**src/shared/vfx_params.svh**
```systemverilog
`ifndef VFX_PARAMS_SVH
`define VFX_PARAMS_SVH
// Operation
// - each draw command runs input assembly: generate indices, gather vertex data
// - random mode reads 8, 16 or 32 bit index list entries to address buffers
// - linear access mode reads buffers in consecutive order without an index list
// - cut termination only for lists, strips, adjacency, reverse, continued, patches
// - buffer is array of fixed-stride structures, vertex or instance number selects
// - computed buffer index compared against the buffer index limit (here only in random mode and for per-instance buffers)
// - reads outside buffer extent return zero data
// - linear per-vertex buffers end at last byte address plus one
// - element layout command sets source and placement of vertex entry data
// - each active element yields up to four contiguous 32-bit components
// - linear mode vertex identifier restarts at zero each instance
`define VFX_AW        32
`define VFX_NVB       2
`define VFX_SELW      1
`define VFX_FDEPTH    8
`define VFX_FW        34
`define VFX_IW8       2'b00
`define VFX_IW16      2'b01
`define VFX_IW32      2'b10
`define VFX_MSK8      32'h0000_00ff
`define VFX_MSK16     32'h0000_ffff
`define VFX_MSK32     32'hffff_ffff
`define VFX_SRC_MEM   2'b00
`define VFX_SRC_ZERO  2'b01
`define VFX_SRC_VID   2'b10
`define VFX_SRC_IID   2'b11
`define VFX_ZERO32    32'h0000_0000
`define VFX_INC32     32'h0000_0001
`define VFX_INC33     33'h0_0000_0001
`define VFX_WB_M1     33'h0_0000_0003
`define VFX_NCOMP_MAX 3'h4
`define VFX_NC_ONE    3'h1
`define VFX_CP_ONE    2'h1
`define VFX_CP_ZERO   2'h0
`define VFX_T_POINTLIST   6'h01
`define VFX_T_LINELIST    6'h02
`define VFX_T_LINESTRIP   6'h03
`define VFX_T_TRILIST     6'h04
`define VFX_T_TRISTRIP    6'h05
`define VFX_T_TRISTRIP_RV 6'h06
`define VFX_T_LINELIST_A  6'h09
`define VFX_T_LINESTRIP_A 6'h0a
`define VFX_T_TRILIST_A   6'h0b
`define VFX_T_TRISTRIP_A  6'h0c
`define VFX_T_POINT_BF    6'h13
`define VFX_T_LSTRIP_CONT 6'h14
`define VFX_T_LSTRIP_BF   6'h15
`define VFX_T_LSTRIP_CBF  6'h16
`define VFX_T_PATCH_LO    6'h20
`endif

```
**src/shared/vfx_pkg.sv**
```systemverilog
package vfx_pkg;
    typedef enum logic [6:0] {
        VFX_IDLE = 7'h01,
        VFX_IDXR = 7'h02,
        VFX_IDXW = 7'h04,
        VFX_COMP = 7'h08,
        VFX_MREQ = 7'h10,
        VFX_MWAIT = 7'h20,
        VFX_PUSH = 7'h40
    } vfx_state_t;
    typedef logic [31:0] vfx_word_t;
endpackage

```
**src/shared/vfx_stream_if.sv**
```systemverilog
`timescale 1ns/1ps
interface vfx_stream_if #(parameter int W = 34);
    logic         valid;
    logic         ready;
    logic [W-1:0] data;
    modport src (output valid, output data, input ready);
    modport snk (input valid, input data, output ready);
endinterface

```
**src/hw/vfx_fifo.sv**
```systemverilog
`timescale 1ns/1ps
module vfx_fifo #(
    parameter int W = 34,
    parameter int D = 8
) (
    input  wire logic         clk_sys,
    input  wire logic         rst_b,
    vfx_stream_if.snk         s,
    output logic              o_valid,
    input  wire logic         o_ready,
    output logic [W-1:0]      o_data
);
    localparam int AW = $clog2(D);
    logic [W-1:0] mem_q [D];
    logic [AW-1:0] wp_q, wp_d, rp_q, rp_d;
    logic [AW:0]   cnt_q, cnt_d;
    logic          ov_q, ov_d;
    logic [W-1:0]  od_q, od_d;
    logic          wr, rd;

    // ready only from the count register, so the source sees true back-pressure
    assign s.ready = (cnt_q != (AW+1)'(D));

    always_comb begin
        wr = s.valid && s.ready;
        rd = (!ov_q || o_ready) && (cnt_q != '0);
        wp_d = wr ? AW'(wp_q + 1'b1) : wp_q;
        rp_d = rd ? AW'(rp_q + 1'b1) : rp_q;
        cnt_d = cnt_q + (AW+1)'(wr) - (AW+1)'(rd);
        ov_d = ov_q;
        od_d = od_q;
        if (rd) begin
            ov_d = 1'b1;
            od_d = mem_q[rp_q];
        end else if (o_ready) begin
            ov_d = 1'b0;
        end
    end

    always_ff @(posedge clk_sys) begin
        if (wr) begin
            mem_q[wp_q] <= s.data;
        end
        if (!rst_b) begin
            wp_q  <= '0;
            rp_q  <= '0;
            cnt_q <= '0;
            ov_q  <= 1'b0;
            od_q  <= '0;
        end else begin
            wp_q  <= wp_d;
            rp_q  <= rp_d;
            cnt_q <= cnt_d;
            ov_q  <= ov_d;
            od_q  <= od_d;
        end
    end

    assign o_valid = ov_q;
    assign o_data  = od_q;
endmodule // vfx_fifo

```
**src/hw/vfx_fetch.sv**
```systemverilog
`timescale 1ns/1ps
`include "vfx_params.svh"
module vfx_fetch
    import vfx_pkg::*;
(
    input  wire logic                             clk_sys,
    input  wire logic                             rst_b,
    input  wire logic                             cmd_valid,
    output logic                                  cmd_ready,
    input  wire logic                             cmd_random,
    input  wire logic [5:0]                       cmd_topo,
    input  wire logic [31:0]                      cmd_start,
    input  wire logic [31:0]                      cmd_vcount,
    input  wire logic [31:0]                      cmd_icount,
    input  wire logic [31:0]                      ib_base,
    input  wire logic [1:0]                       ib_width,
    input  wire logic                             ib_cut_en,
    input  wire logic [`VFX_NVB-1:0][31:0]        vb_base,
    input  wire logic [`VFX_NVB-1:0][31:0]        vb_stride,
    input  wire logic [`VFX_NVB-1:0]              vb_inst,
    input  wire logic [`VFX_NVB-1:0][31:0]        vb_limit,
    input  wire logic [`VFX_NVB-1:0][31:0]        vb_last,
    input  wire logic                             el_load,
    input  wire logic [`VFX_SELW-1:0]             el_vb_sel,
    input  wire logic [31:0]                      el_offset,
    input  wire logic [2:0]                       el_ncomp,
    input  wire logic [3:0][1:0]                  el_src,
    output logic                                  mem_req,
    output logic [31:0]                           mem_addr,
    input  wire logic                             mem_gnt,
    input  wire logic                             mem_rvalid,
    input  wire logic [31:0]                      mem_rdata,
    output logic                                  out_valid,
    input  wire logic                             out_ready,
    output logic [31:0]                           out_data,
    output logic                                  out_last,
    output logic                                  out_cut,
    output logic                                  busy,
    output logic                                  cut_topo_err
);
    vfx_state_t st_q, st_d;
    logic rnd_q, rnd_d, cen_q, cen_d, rdy_q, rdy_d, err_q, err_d;
    logic [1:0] iw_q, iw_d;
    vfx_word_t vc_q, vc_d, ic_q, ic_d, sp_q, sp_d, v_q, v_d, i_q, i_d;
    vfx_word_t idx_q, idx_d, wd_q, wd_d, ma_q, ma_d;
    logic wl_q, wl_d, wc_q, wc_d, mr_q, mr_d;
    logic [1:0] cp_q, cp_d;
    logic [`VFX_SELW-1:0] es_q, es_d;
    vfx_word_t eo_q, eo_d;
    logic [2:0] en_q, en_d;
    logic [3:0][1:0] ec_q, ec_d;
    vfx_word_t vnum, vid, ib_ba, ib_msk, ival;
    logic [31:0] addr_g [`VFX_NVB];
    logic [`VFX_NVB-1:0] inb_g;
    logic take, adv, sup, cut_hit;
    logic [1:0] src;
    logic [33:0] fd;
    logic busy_q, busy_d;

    vfx_stream_if #(.W(`VFX_FW)) fs ();

    function automatic logic cut_ok(input logic [5:0] t);
        case (t)
            `VFX_T_POINTLIST, `VFX_T_LINELIST, `VFX_T_LINESTRIP, `VFX_T_TRILIST,
            `VFX_T_TRISTRIP, `VFX_T_TRISTRIP_RV, `VFX_T_LINELIST_A, `VFX_T_LINESTRIP_A,
            `VFX_T_TRILIST_A, `VFX_T_TRISTRIP_A, `VFX_T_POINT_BF, `VFX_T_LSTRIP_CONT,
            `VFX_T_LSTRIP_BF, `VFX_T_LSTRIP_CBF: cut_ok = 1'b1;
            default: cut_ok = (t >= `VFX_T_PATCH_LO);
        endcase
    endfunction

    // vertex number and identifier per access mode
    assign vnum = rnd_q ? idx_q : sp_q + v_q;
    assign vid  = rnd_q ? idx_q : v_q;

    genvar g;
    generate
        for (g = 0; g < `VFX_NVB; g++) begin : gvb
            logic [63:0] prod;
            logic [32:0] endx;
            vfx_word_t   num;
            assign num  = vb_inst[g] ? i_q : vnum;
            assign prod = 64'(num) * 64'(vb_stride[g]);
            assign addr_g[g] = vb_base[g] + prod[31:0] + eo_q + {28'h000_0000, cp_q, 2'b00};
            assign endx = {1'b0, vb_last[g]} + `VFX_INC33;
            // linear per-vertex: end address bound; otherwise index limit
            assign inb_g[g] = (!vb_inst[g] && !rnd_q)
                ? (({1'b0, addr_g[g]} + `VFX_WB_M1) < endx)
                : (num <= vb_limit[g]);
        end
    endgenerate

    always_comb begin
        case (iw_q)
            `VFX_IW8:  ib_msk = `VFX_MSK8;
            `VFX_IW16: ib_msk = `VFX_MSK16;
            default:   ib_msk = `VFX_MSK32;
        endcase
        ib_ba = ib_base + ((sp_q + v_q) << iw_q);
        ival  = (mem_rdata >> {ib_ba[1:0], 3'b000}) & ib_msk;
    end

    always_comb begin
        st_d = st_q; rnd_d = rnd_q; cen_d = cen_q; iw_d = iw_q;
        vc_d = vc_q; ic_d = ic_q; sp_d = sp_q; v_d = v_q; i_d = i_q;
        idx_d = idx_q; wd_d = wd_q; wl_d = wl_q; wc_d = wc_q;
        mr_d = mr_q; ma_d = ma_q; cp_d = cp_q; err_d = 1'b0;
        es_d = es_q; eo_d = eo_q; en_d = en_q; ec_d = ec_q;
        adv = 1'b0;
        src = ec_q[cp_q];
        sup = cut_ok(cmd_topo);
        cut_hit = cen_q && (ival == ib_msk);
        take = cmd_valid && rdy_q;
        rdy_d = (st_q == VFX_IDLE) && !take;
        if (el_load && st_q == VFX_IDLE) begin
            es_d = el_vb_sel;
            eo_d = el_offset;
            en_d = (el_ncomp > `VFX_NCOMP_MAX) ? `VFX_NCOMP_MAX : el_ncomp;
            ec_d = el_src;
        end
        case (st_q)
            VFX_IDLE: if (take) begin
                if (ib_cut_en && !sup) begin
                    err_d = 1'b1; // refused, nothing fetched
                end else if (cmd_vcount != `VFX_ZERO32 && cmd_icount != `VFX_ZERO32) begin
                    rnd_d = cmd_random; cen_d = ib_cut_en; iw_d = ib_width;
                    vc_d = cmd_vcount; ic_d = cmd_icount; sp_d = cmd_start;
                    v_d = `VFX_ZERO32; i_d = `VFX_ZERO32; cp_d = `VFX_CP_ZERO;
                    st_d = cmd_random ? VFX_IDXR : VFX_COMP;
                end
            end
            VFX_IDXR: begin
                mr_d = 1'b1;
                ma_d = {ib_ba[31:2], 2'b00};
                if (mr_q && mem_gnt) begin
                    mr_d = 1'b0;
                    st_d = VFX_IDXW;
                end
            end
            VFX_IDXW: if (mem_rvalid) begin
                idx_d = ival;
                if (cut_hit) begin
                    wd_d = `VFX_ZERO32; wc_d = 1'b1; wl_d = 1'b1;
                    st_d = VFX_PUSH;
                end else begin
                    st_d = VFX_COMP;
                end
            end
            VFX_COMP: begin
                wc_d = 1'b0;
                wl_d = ({1'b0, cp_q} == en_q - `VFX_NC_ONE);
                if (en_q == 3'h0) begin
                    adv = 1'b1;
                end else if (src == `VFX_SRC_MEM && inb_g[es_q]) begin
                    st_d = VFX_MREQ;
                end else begin
                    case (src)
                        `VFX_SRC_VID: wd_d = vid;
                        `VFX_SRC_IID: wd_d = i_q;
                        default:      wd_d = `VFX_ZERO32;
                    endcase
                    st_d = VFX_PUSH;
                end
            end
            VFX_MREQ: begin
                mr_d = 1'b1;
                ma_d = addr_g[es_q];
                if (mr_q && mem_gnt) begin
                    mr_d = 1'b0;
                    st_d = VFX_MWAIT;
                end
            end
            VFX_MWAIT: if (mem_rvalid) begin
                wd_d = mem_rdata;
                st_d = VFX_PUSH;
            end
            VFX_PUSH: if (fs.ready) begin
                if (wc_q || wl_q) begin
                    adv = 1'b1;
                end else begin
                    cp_d = cp_q + `VFX_CP_ONE;
                    st_d = VFX_COMP;
                end
            end
            default: st_d = VFX_IDLE;
        endcase
        if (adv) begin
            cp_d = `VFX_CP_ZERO;
            st_d = rnd_q ? VFX_IDXR : VFX_COMP;
            if (v_q == vc_q - `VFX_INC32) begin
                v_d = `VFX_ZERO32;
                i_d = i_q + `VFX_INC32;
                if (i_q == ic_q - `VFX_INC32) begin
                    st_d = VFX_IDLE;
                end
            end else begin
                v_d = v_q + `VFX_INC32;
            end
        end
        busy_d = (st_d != VFX_IDLE);
    end

    always_ff @(posedge clk_sys) begin
        if (!rst_b) begin
            st_q <= VFX_IDLE; rnd_q <= 1'b0; cen_q <= 1'b0; iw_q <= `VFX_IW8;
            rdy_q <= 1'b0; err_q <= 1'b0; vc_q <= '0; ic_q <= '0; sp_q <= '0;
            v_q <= '0; i_q <= '0; idx_q <= '0; wd_q <= '0; wl_q <= 1'b0;
            wc_q <= 1'b0; mr_q <= 1'b0; ma_q <= '0; cp_q <= '0;
            es_q <= '0; eo_q <= '0; en_q <= '0; ec_q <= '0;
            busy_q <= 1'b0;
        end else begin
            st_q <= st_d; rnd_q <= rnd_d; cen_q <= cen_d; iw_q <= iw_d;
            rdy_q <= rdy_d; err_q <= err_d; vc_q <= vc_d; ic_q <= ic_d; sp_q <= sp_d;
            v_q <= v_d; i_q <= i_d; idx_q <= idx_d; wd_q <= wd_d; wl_q <= wl_d;
            wc_q <= wc_d; mr_q <= mr_d; ma_q <= ma_d; cp_q <= cp_d;
            es_q <= es_d; eo_q <= eo_d; en_q <= en_d; ec_q <= ec_d;
            busy_q <= busy_d;
        end
    end

    // pushes stall here while the fifo is full
    assign fs.valid = (st_q == VFX_PUSH);
    assign fs.data  = {wc_q, wl_q, wd_q};

    vfx_fifo #(.W(`VFX_FW), .D(`VFX_FDEPTH)) u_fifo (
        .clk_sys (clk_sys),
        .rst_b   (rst_b),
        .s       (fs),
        .o_valid (out_valid),
        .o_ready (out_ready),
        .o_data  (fd)
    );

    assign out_data     = fd[31:0];
    assign out_last     = fd[32];
    assign out_cut      = fd[33];
    assign cmd_ready    = rdy_q;
    assign busy         = busy_q;
    assign cut_topo_err = err_q;
    assign mem_req      = mr_q;
    assign mem_addr     = ma_q;
endmodule // vfx_fetch

```
**config.mk**
```make
export PLATFORM = sky130hd
export DESIGN_NAME = vfx_fetch
export DESIGN_NICKNAME = d
export VERILOG_FILES = /design/src/shared/vfx_pkg.sv /design/src/shared/vfx_stream_if.sv /design/src/hw/vfx_fifo.sv /design/src/hw/vfx_fetch.sv
export VERILOG_INCLUDE_DIRS = /design/src /design/src/shared
export SDC_FILE = /design/constraint.sdc
export NUM_CORES = 2
export LEC_CHECK = 0
export ABC_AREA = 1
export ABC_CLOCK_PERIOD_IN_PS = 13750
export BUFFER_PORTS_ARGS = -buffer_cell sky130_fd_sc_hd__buf_2
export CORE_UTILIZATION = 40
export CTS_CLUSTER_DIAMETER = 50
export CTS_CLUSTER_SIZE = 28
export DETAILED_ROUTE_END_ITERATION = 16
export GPL_TIMING_DRIVEN = 0
export PLACE_DENSITY_LB_ADDON = 0.1
export SYNTH_ARGS = -nofsm -noshare
export SYNTH_HDL_FRONTEND = slang
export SYNTH_SLANG_ARGS = --single-unit
```
**constraint.sdc**
```tcl
create_clock -name clk_sys -period 13.75 [get_ports clk_sys]
set_input_delay 2.75 -clock clk_sys [delete_from_list [all_inputs] [get_ports clk_sys]]
set_output_delay 2.75 -clock clk_sys [all_outputs]
set_load 0.03 [all_outputs]
```
After elaboration in Yosys (flattened, before gate mapping)
Memories as Yosys holds them, arrays and structs flattened. A register that Yosys moved wholly into a read port is not among the register bits.
Index checks and enable logic that the tools add are counted.

word-level totals
  memory bits (writable) = 272
  output and inout bits = 71
  input port bits = 479
  memories = 1
  flip-flop bits (word level) = 330

operators by class
  add/subtract/negate cells = 22
  bitwise gates (word level) = 4
  $lt $le $gt $ge = 9
  equality and inequality tests = 41
  mux-type cells = 74
  shift-type cells = 2
  multipliers = 2
  reduce and logical (&&, ||, !) cells = 45

memory list
  name          words  bits a word  read ports  clocked after Yosys merged registers in  wr ports  RTL line        RTL
  u_fifo.mem_q  8      34           1           1                                        1         vfx_fifo.sv:14  logic [W-1:0] mem_q [D];

operators by type and width
  kind                     number
  $mux W32                 24
  $add A32 B32 Y32         6
  $pmux W32 S2             3
  $eq A32 B32 Y1           3
  $pmux W32 S3             1
  $mux W7                  13
  $add A32 B1 Y33 const B  2
  $add A32 B2 Y33 const B  2
  $lt A33 B33 Y1           2
  $add A32 B1 Y32 const B  2
  $add A32 B4 Y32          2
  $le A32 B32 Y1           2
  $mul A32 B32 Y32         2
  $reduce_bool A32 Y1      2
  $sub A32 B1 Y32 const B  2
  $pmux W7 S7              1
  $and A32 B32 Y32         1
  $shl A32 B2 Y32          1
  $shr A32 B5 Y32          1
  $eq A6 B4 Y1 const B     4
  $eq A6 B5 Y1 const B     4
  $ne A2 B2 Y1 const B     10
  $eq A6 B3 Y1 const B     3
  $mux W1                  16
  47 further kinds         90

Longest topological paths before layout
  depth in word-level cells = 18
  depth in mapped cells = 66

Cells and area by module
A second synthesis with hierarchy kept.

second synthesis, totals
  cell total of the unflattened synthesis = 10199
  area total of the unflattened synthesis = 76668.5 um2

by module, submodules not included
  module     instances  cells an instance  area each (um2)
  vfx_fetch  1          8822               63004.2
  vfx_fifo   1          1377               13664.4

Worst setup path after synthesis
Ideal clock, no wire load.

  path type = input to register
  start point = in vb_inst[1]
  end point = reg wd_q[10]
  setup time = 0.132 ns
  cell stages on the path = 52
  data arrival time = 12.112 ns
  path slack = 1.506 ns
  buffers on the path = 4
  cell sequence = buf_2 > inv_1 > buf_1 > nand3_1 > nand2_1 > clkbuf_1 > inv_1 > nor2_1 > fa_1 > fa_1 > inv_1 > fa_1 > fa_1 > inv_1 > ha_1 > inv_1 > fa_1 > inv_1 > [... 16 more ...] > nor2_4 > nand3_2 > nor2_2 > nand4_1 > xor2_1 > ha_1 > nand2_1 > nor3_1 > nand3_1 > a21oi_1 > o21ai_0 > nand2_1 > nand2_1 > nand2_1 > nand2_1 > a21boi_1 > clkbuf_1 > a21oi_1

between the ends
  word-level cells in the longest chain between the ends = 13

ends and longest elaborated chain
  what                                             RTL line          RTL
  start, declared                                  vfx_fetch.sv:20   input wire logic [`VFX_NVB-1:0] vb_inst,
  $mux W32                                         vfx_fetch.sv:82   assign num = vb_inst[g] ? i_q : vnum;
  $mul A32 B32 Y32                                 vfx_fetch.sv:83   assign prod = 64'(num) * 64'(vb_stride[g]);
  $add A32 B32 Y32 (2 in series)                   vfx_fetch.sv:84   assign addr_g[g] = vb_base[g] + prod[31:0] + eo_q + {28'h000_0000, cp_q, 2'b00};
  $add A32 B4 Y32                                  vfx_fetch.sv:84
  $add A32 B2 Y33 (no source line)                 --
  $lt A33 B33 Y1                                   vfx_fetch.sv:88   ? (({1'b0, addr_g[g]} + `VFX_WB_M1) < endx)
  $mux W1 (*)                                      vfx_fetch.sv:87   assign inb_g[g] = (!vb_inst[g] && !rnd_q)
  $mux W1 (implied by the code) (*) (2 in series)  vfx_fetch.sv:154  end else if (src == `VFX_SRC_MEM && inb_g[es_q]) begin
  $logic_and A1 B1 Y1 (*)                          vfx_fetch.sv:154
  $ne A2 B2 Y1 (no source line) (*)                --
  $reduce_and A6 Y1 (no source line) (*)           --
  end signal, assigned                             vfx_fetch.sv:214  v_q <= v_d; i_q <= i_d; idx_q <= idx_d; wd_q <= wd_d; wl_q <= wl_d;
  end, declared                                    vfx_fetch.sv:45   vfx_word_t idx_q, idx_d, wd_q, wd_d, ma_q, ma_d;

Mark *: on every way between the ends. The rest lies on a longest branch, timed or not. The select of a mux whose other input is x is not followed.
A chain may end at the register's enable or synchronous reset.

Worst setup path after layout
  start point = in vb_inst[0]
  end point = reg wd_q[6]

Same word-level chain as after synthesis.

==> run summary <==
Vias/cell: 5.36
Syn Inst Count: 9606
Clk pin slew, worst setup/hold paths: 0.06 ns
Final Max Tran Viols: 0
Met2 WL: 151000 microns
DR top layer: met5
Crit. End Element: register
Synth Area in XOR/XNOR: 4.25%
Io pins: 550
Initial DRC Count: 5762
Crit-path max cell delay: 0.60 ns
DRC violation count after routing: 0
Top FF cell, synth: dfxtp_1
Reg2reg path depth: 59
Largest net degree at the start of global routing: 22
Site Rows: 158
Post-Syn Nets: 11500
Startpoint Class: primary input
Post-Synth Adder-Cell Area: 33.2%
Placed Cells: 12600
Drt total wl: 339000 microns
Synth async-reset ratio: 0%
Synth Cell Area: 74500 sq um
Syn. warnings: 0
Syn-to-layout area delta: 13.9%
Max Freq: 74.4 MHz
WL per Instance: 26.4 microns
Slew @ Worst Pin: 1.46 ns
First-pass GRT wire length: 479000 microns
Final Cycle Share: 97.7%
Seq/Total Area, Yosys: 20.7%
Die area: 188000 sq um
Clock Skews: 0.110 ns
Dpl hpwl: 287000 microns
Worst hold path type: reg -> reg
FF+latch count, synth: 636
TritonCTS Buffers: 84
Worst-path fanout max: 10
Filler instances: 19000
CP required: 14.43 ns
Max-Cap Viols: 0
CTS H-tree lvls: 3
Hold Violations, Final: 0
Compound-cell area share of the yosys netlist: 10.8%
Mean Syn Cell Area: 7.76 sq um
Drt first pass iters: 9
Max-slew headroom: 2.37%
Slowest-stage cell, CP: fa_1
Vias in the first global route: 67700
CTS tree: done
Core area: 185000 sq um
Initial core utilization: 40.2%
All-Layer GR Usage: 35.9%
Hold path depth: 2
Antenna viol nets, final: 0
Final Setup Violations: 0
Cell Count, Final, Fillers Out: 12900
Netlist cell types: 75
Status: complete, no violations
CTS Root Cell: clkbuf_16
Routability cong.: 1.03
Vias: 68900
Met3 WL post-DR: 24000 microns
Multiplexer share of the synthesized area: 0.121%
Min Tclk post-route: 13.43 ns
Worst-case clock buffer depth: 3
CP Data Arrival Time: 14.12 ns
Worst hold margin: 0.455 ns
Critical path class: in -> reg
PortBufs: 515
Cell mode on critical path: inv_1
Die Y: 434 microns
CTS sink count: 636
Hold Buf Count CTS: 0
Combinational family with the most area after synthesis: adder cells
Metal-1 WL: 138000 microns
Clock Latency Late Sink: 0.77 ns
Die Width: 434 microns
Fraction of layout cells with a size suffix above 1: 9.97%
Total gr overflow: 0
Nets: 12200
Initial antenna violation count: 42
Post-synth EDFFs: 272
Synth Area in Simple Gates: 19.3%
## sequential cells by signal (all words and copies together) (netlist names), 2 cells and up
signal	flops
st_q	7
u_fifo.rp_q	3
i_q	32
ic_q	32
u_fifo.cnt_q	4
ec_q	8
u_fifo.wp_q	3
u_fifo.o_data	34
mem_addr	32
iw_q	2
v_q	32
cp_q	2
en_q	3
u_fifo.mem_q	272
idx_q	32
vc_q	32
eo_q	32
sp_q	32
wd_q	32
## cells in the mapped netlist, types with 52 or more instances
cell type,n,area [sq um]
inv_1,1860,6980
nand2_1,1588,5960
nor2_1,1206,4530
fa_1,941,18800
o21ai_0,607,3040
ha_1,472,5910
a21oi_1,443,2220
dfxtp_1,364,7290
clkbuf_1,348,1310
nand3_1,326,1630
edfxtp_1,272,8170
xor2_1,256,2240
xnor2_1,102,893
nand4_1,94,588
nor3_1,88,440
o22ai_1,65,407
o211ai_1,52,390
## logic make-up after synthesis
kind of cell,after synthesis
adders and majority gates,1413
and+or+nand+nor,3460
muxes,9
DFF,636
buffers and inverters,2299
xor gates and xnor gates,360
AOI/OAI and AO/OA,1429
## critical path: cells and delay by family
kind / cells / cell delay, ns
AND/OR/NAND/NOR: 18 / 2.82
buffers and inverters: 16 / 2.20
AO/OA/AOI/OAI: 7 / 1.15
adder cells (fa/ha/maj): 10 / 4.77
XOR/XNOR: 1 / 0.35
## timing repair
action / CTS / global route
buffers inserted: 12 / 30
resized for setup: 108 / 135
pin swaps: 7 / 12
gates cloned: 0 / 0
endpoints found under the setup margin: 34 / 34
hold endpoints to repair: 0 / 0
## layout make-up
cell class / instances / area, sq um / area share (%)
multi-input cells: 6671 / 51200 / 60.3
inverters: 1898 / 7190 / 8.47
clock inverters: 61 / 758 / 0.893
clock buffers: 94 / 2180 / 2.57
plain buffers: 392 / 1630 / 1.92
well taps: 2480 / 3100 / 3.65
repair buffers: 592 / 3310 / 3.89
diodes: 35 / 87.6 / 0.103
flip-flops and latches: 636 / 15500 / 18.2
## routing by layer
metal	GRT usage (%)	vias to the layer above
li1	-	31500
met2	56.2	2892
met5	0	-
met4	23.1	8
met1	46.4	33900
met3	5.16	628
## metrics by stage
| step | setup slack (ns) | utilization [%] | cell area [sq um] | setup TNS, ns |
|---|---|---|---|---|
| floorplan | 1.51 | - | 74500 | 0 |
| global placement | -2.87 | 43.3 | 80200 | -93.98 |
| detailed placement | -2.78 | 43.5 | 80600 | -91.02 |
| CTS | 0.000505 | 45.4 | 84100 | 0 |
| global route | -0.0208 | 45.8 | 84900 | -0.0544 |
| finish | 0.317 | 45.8 | 84900 | 0 |
## layout by cell type (no fill, tap or decap), types with 20 or more instances in the layout
cell        synthesis  layout
clkbuf_16           0      84
a211oi_1           44      44
inv_1            1860    1846
nand2_1          1588    1556
nor4_1             46      45
nand4_1            94      94
edfxtp_1          272     272
dfxtp_1           364     363
clkbuf_2            1      21
buf_6               2      33
o22ai_1            65      65
a31oi_1            30      28
buf_4               2      47
xor2_1            256     236
a22oi_1            31      31
nand3b_1           27      27
fa_1              941     941
o211ai_1           52      52
clkbuf_1          348     311
ha_1              472     471
buf_1              31      23
clkinvlp_4          0      20
o221ai_1           42      42
diode_2             0      35
buf_2              17     536
nand3_1           326     324
a21oi_1           443     435
xnor2_1           102      95
o21ai_0           607     602
nor3_1             88      78
or2_2              26      26
nor2_1           1206    1204
nor3_2             15      25
## worst paths after layout
check	from	slack, ns	endpoint
max	vb_inst[0]	0.32	wd_q[6]
min	idx_q[7]	0.46	idx_q[7]
max reg2reg	v_q[1]	0.49	wd_q[6]
min reg2reg	idx_q[7]	0.46	idx_q[7]
Power is left out: the tool's default activity adds up to more than one toggle a clock period on the data nets, which glitch-free logic cannot reach.
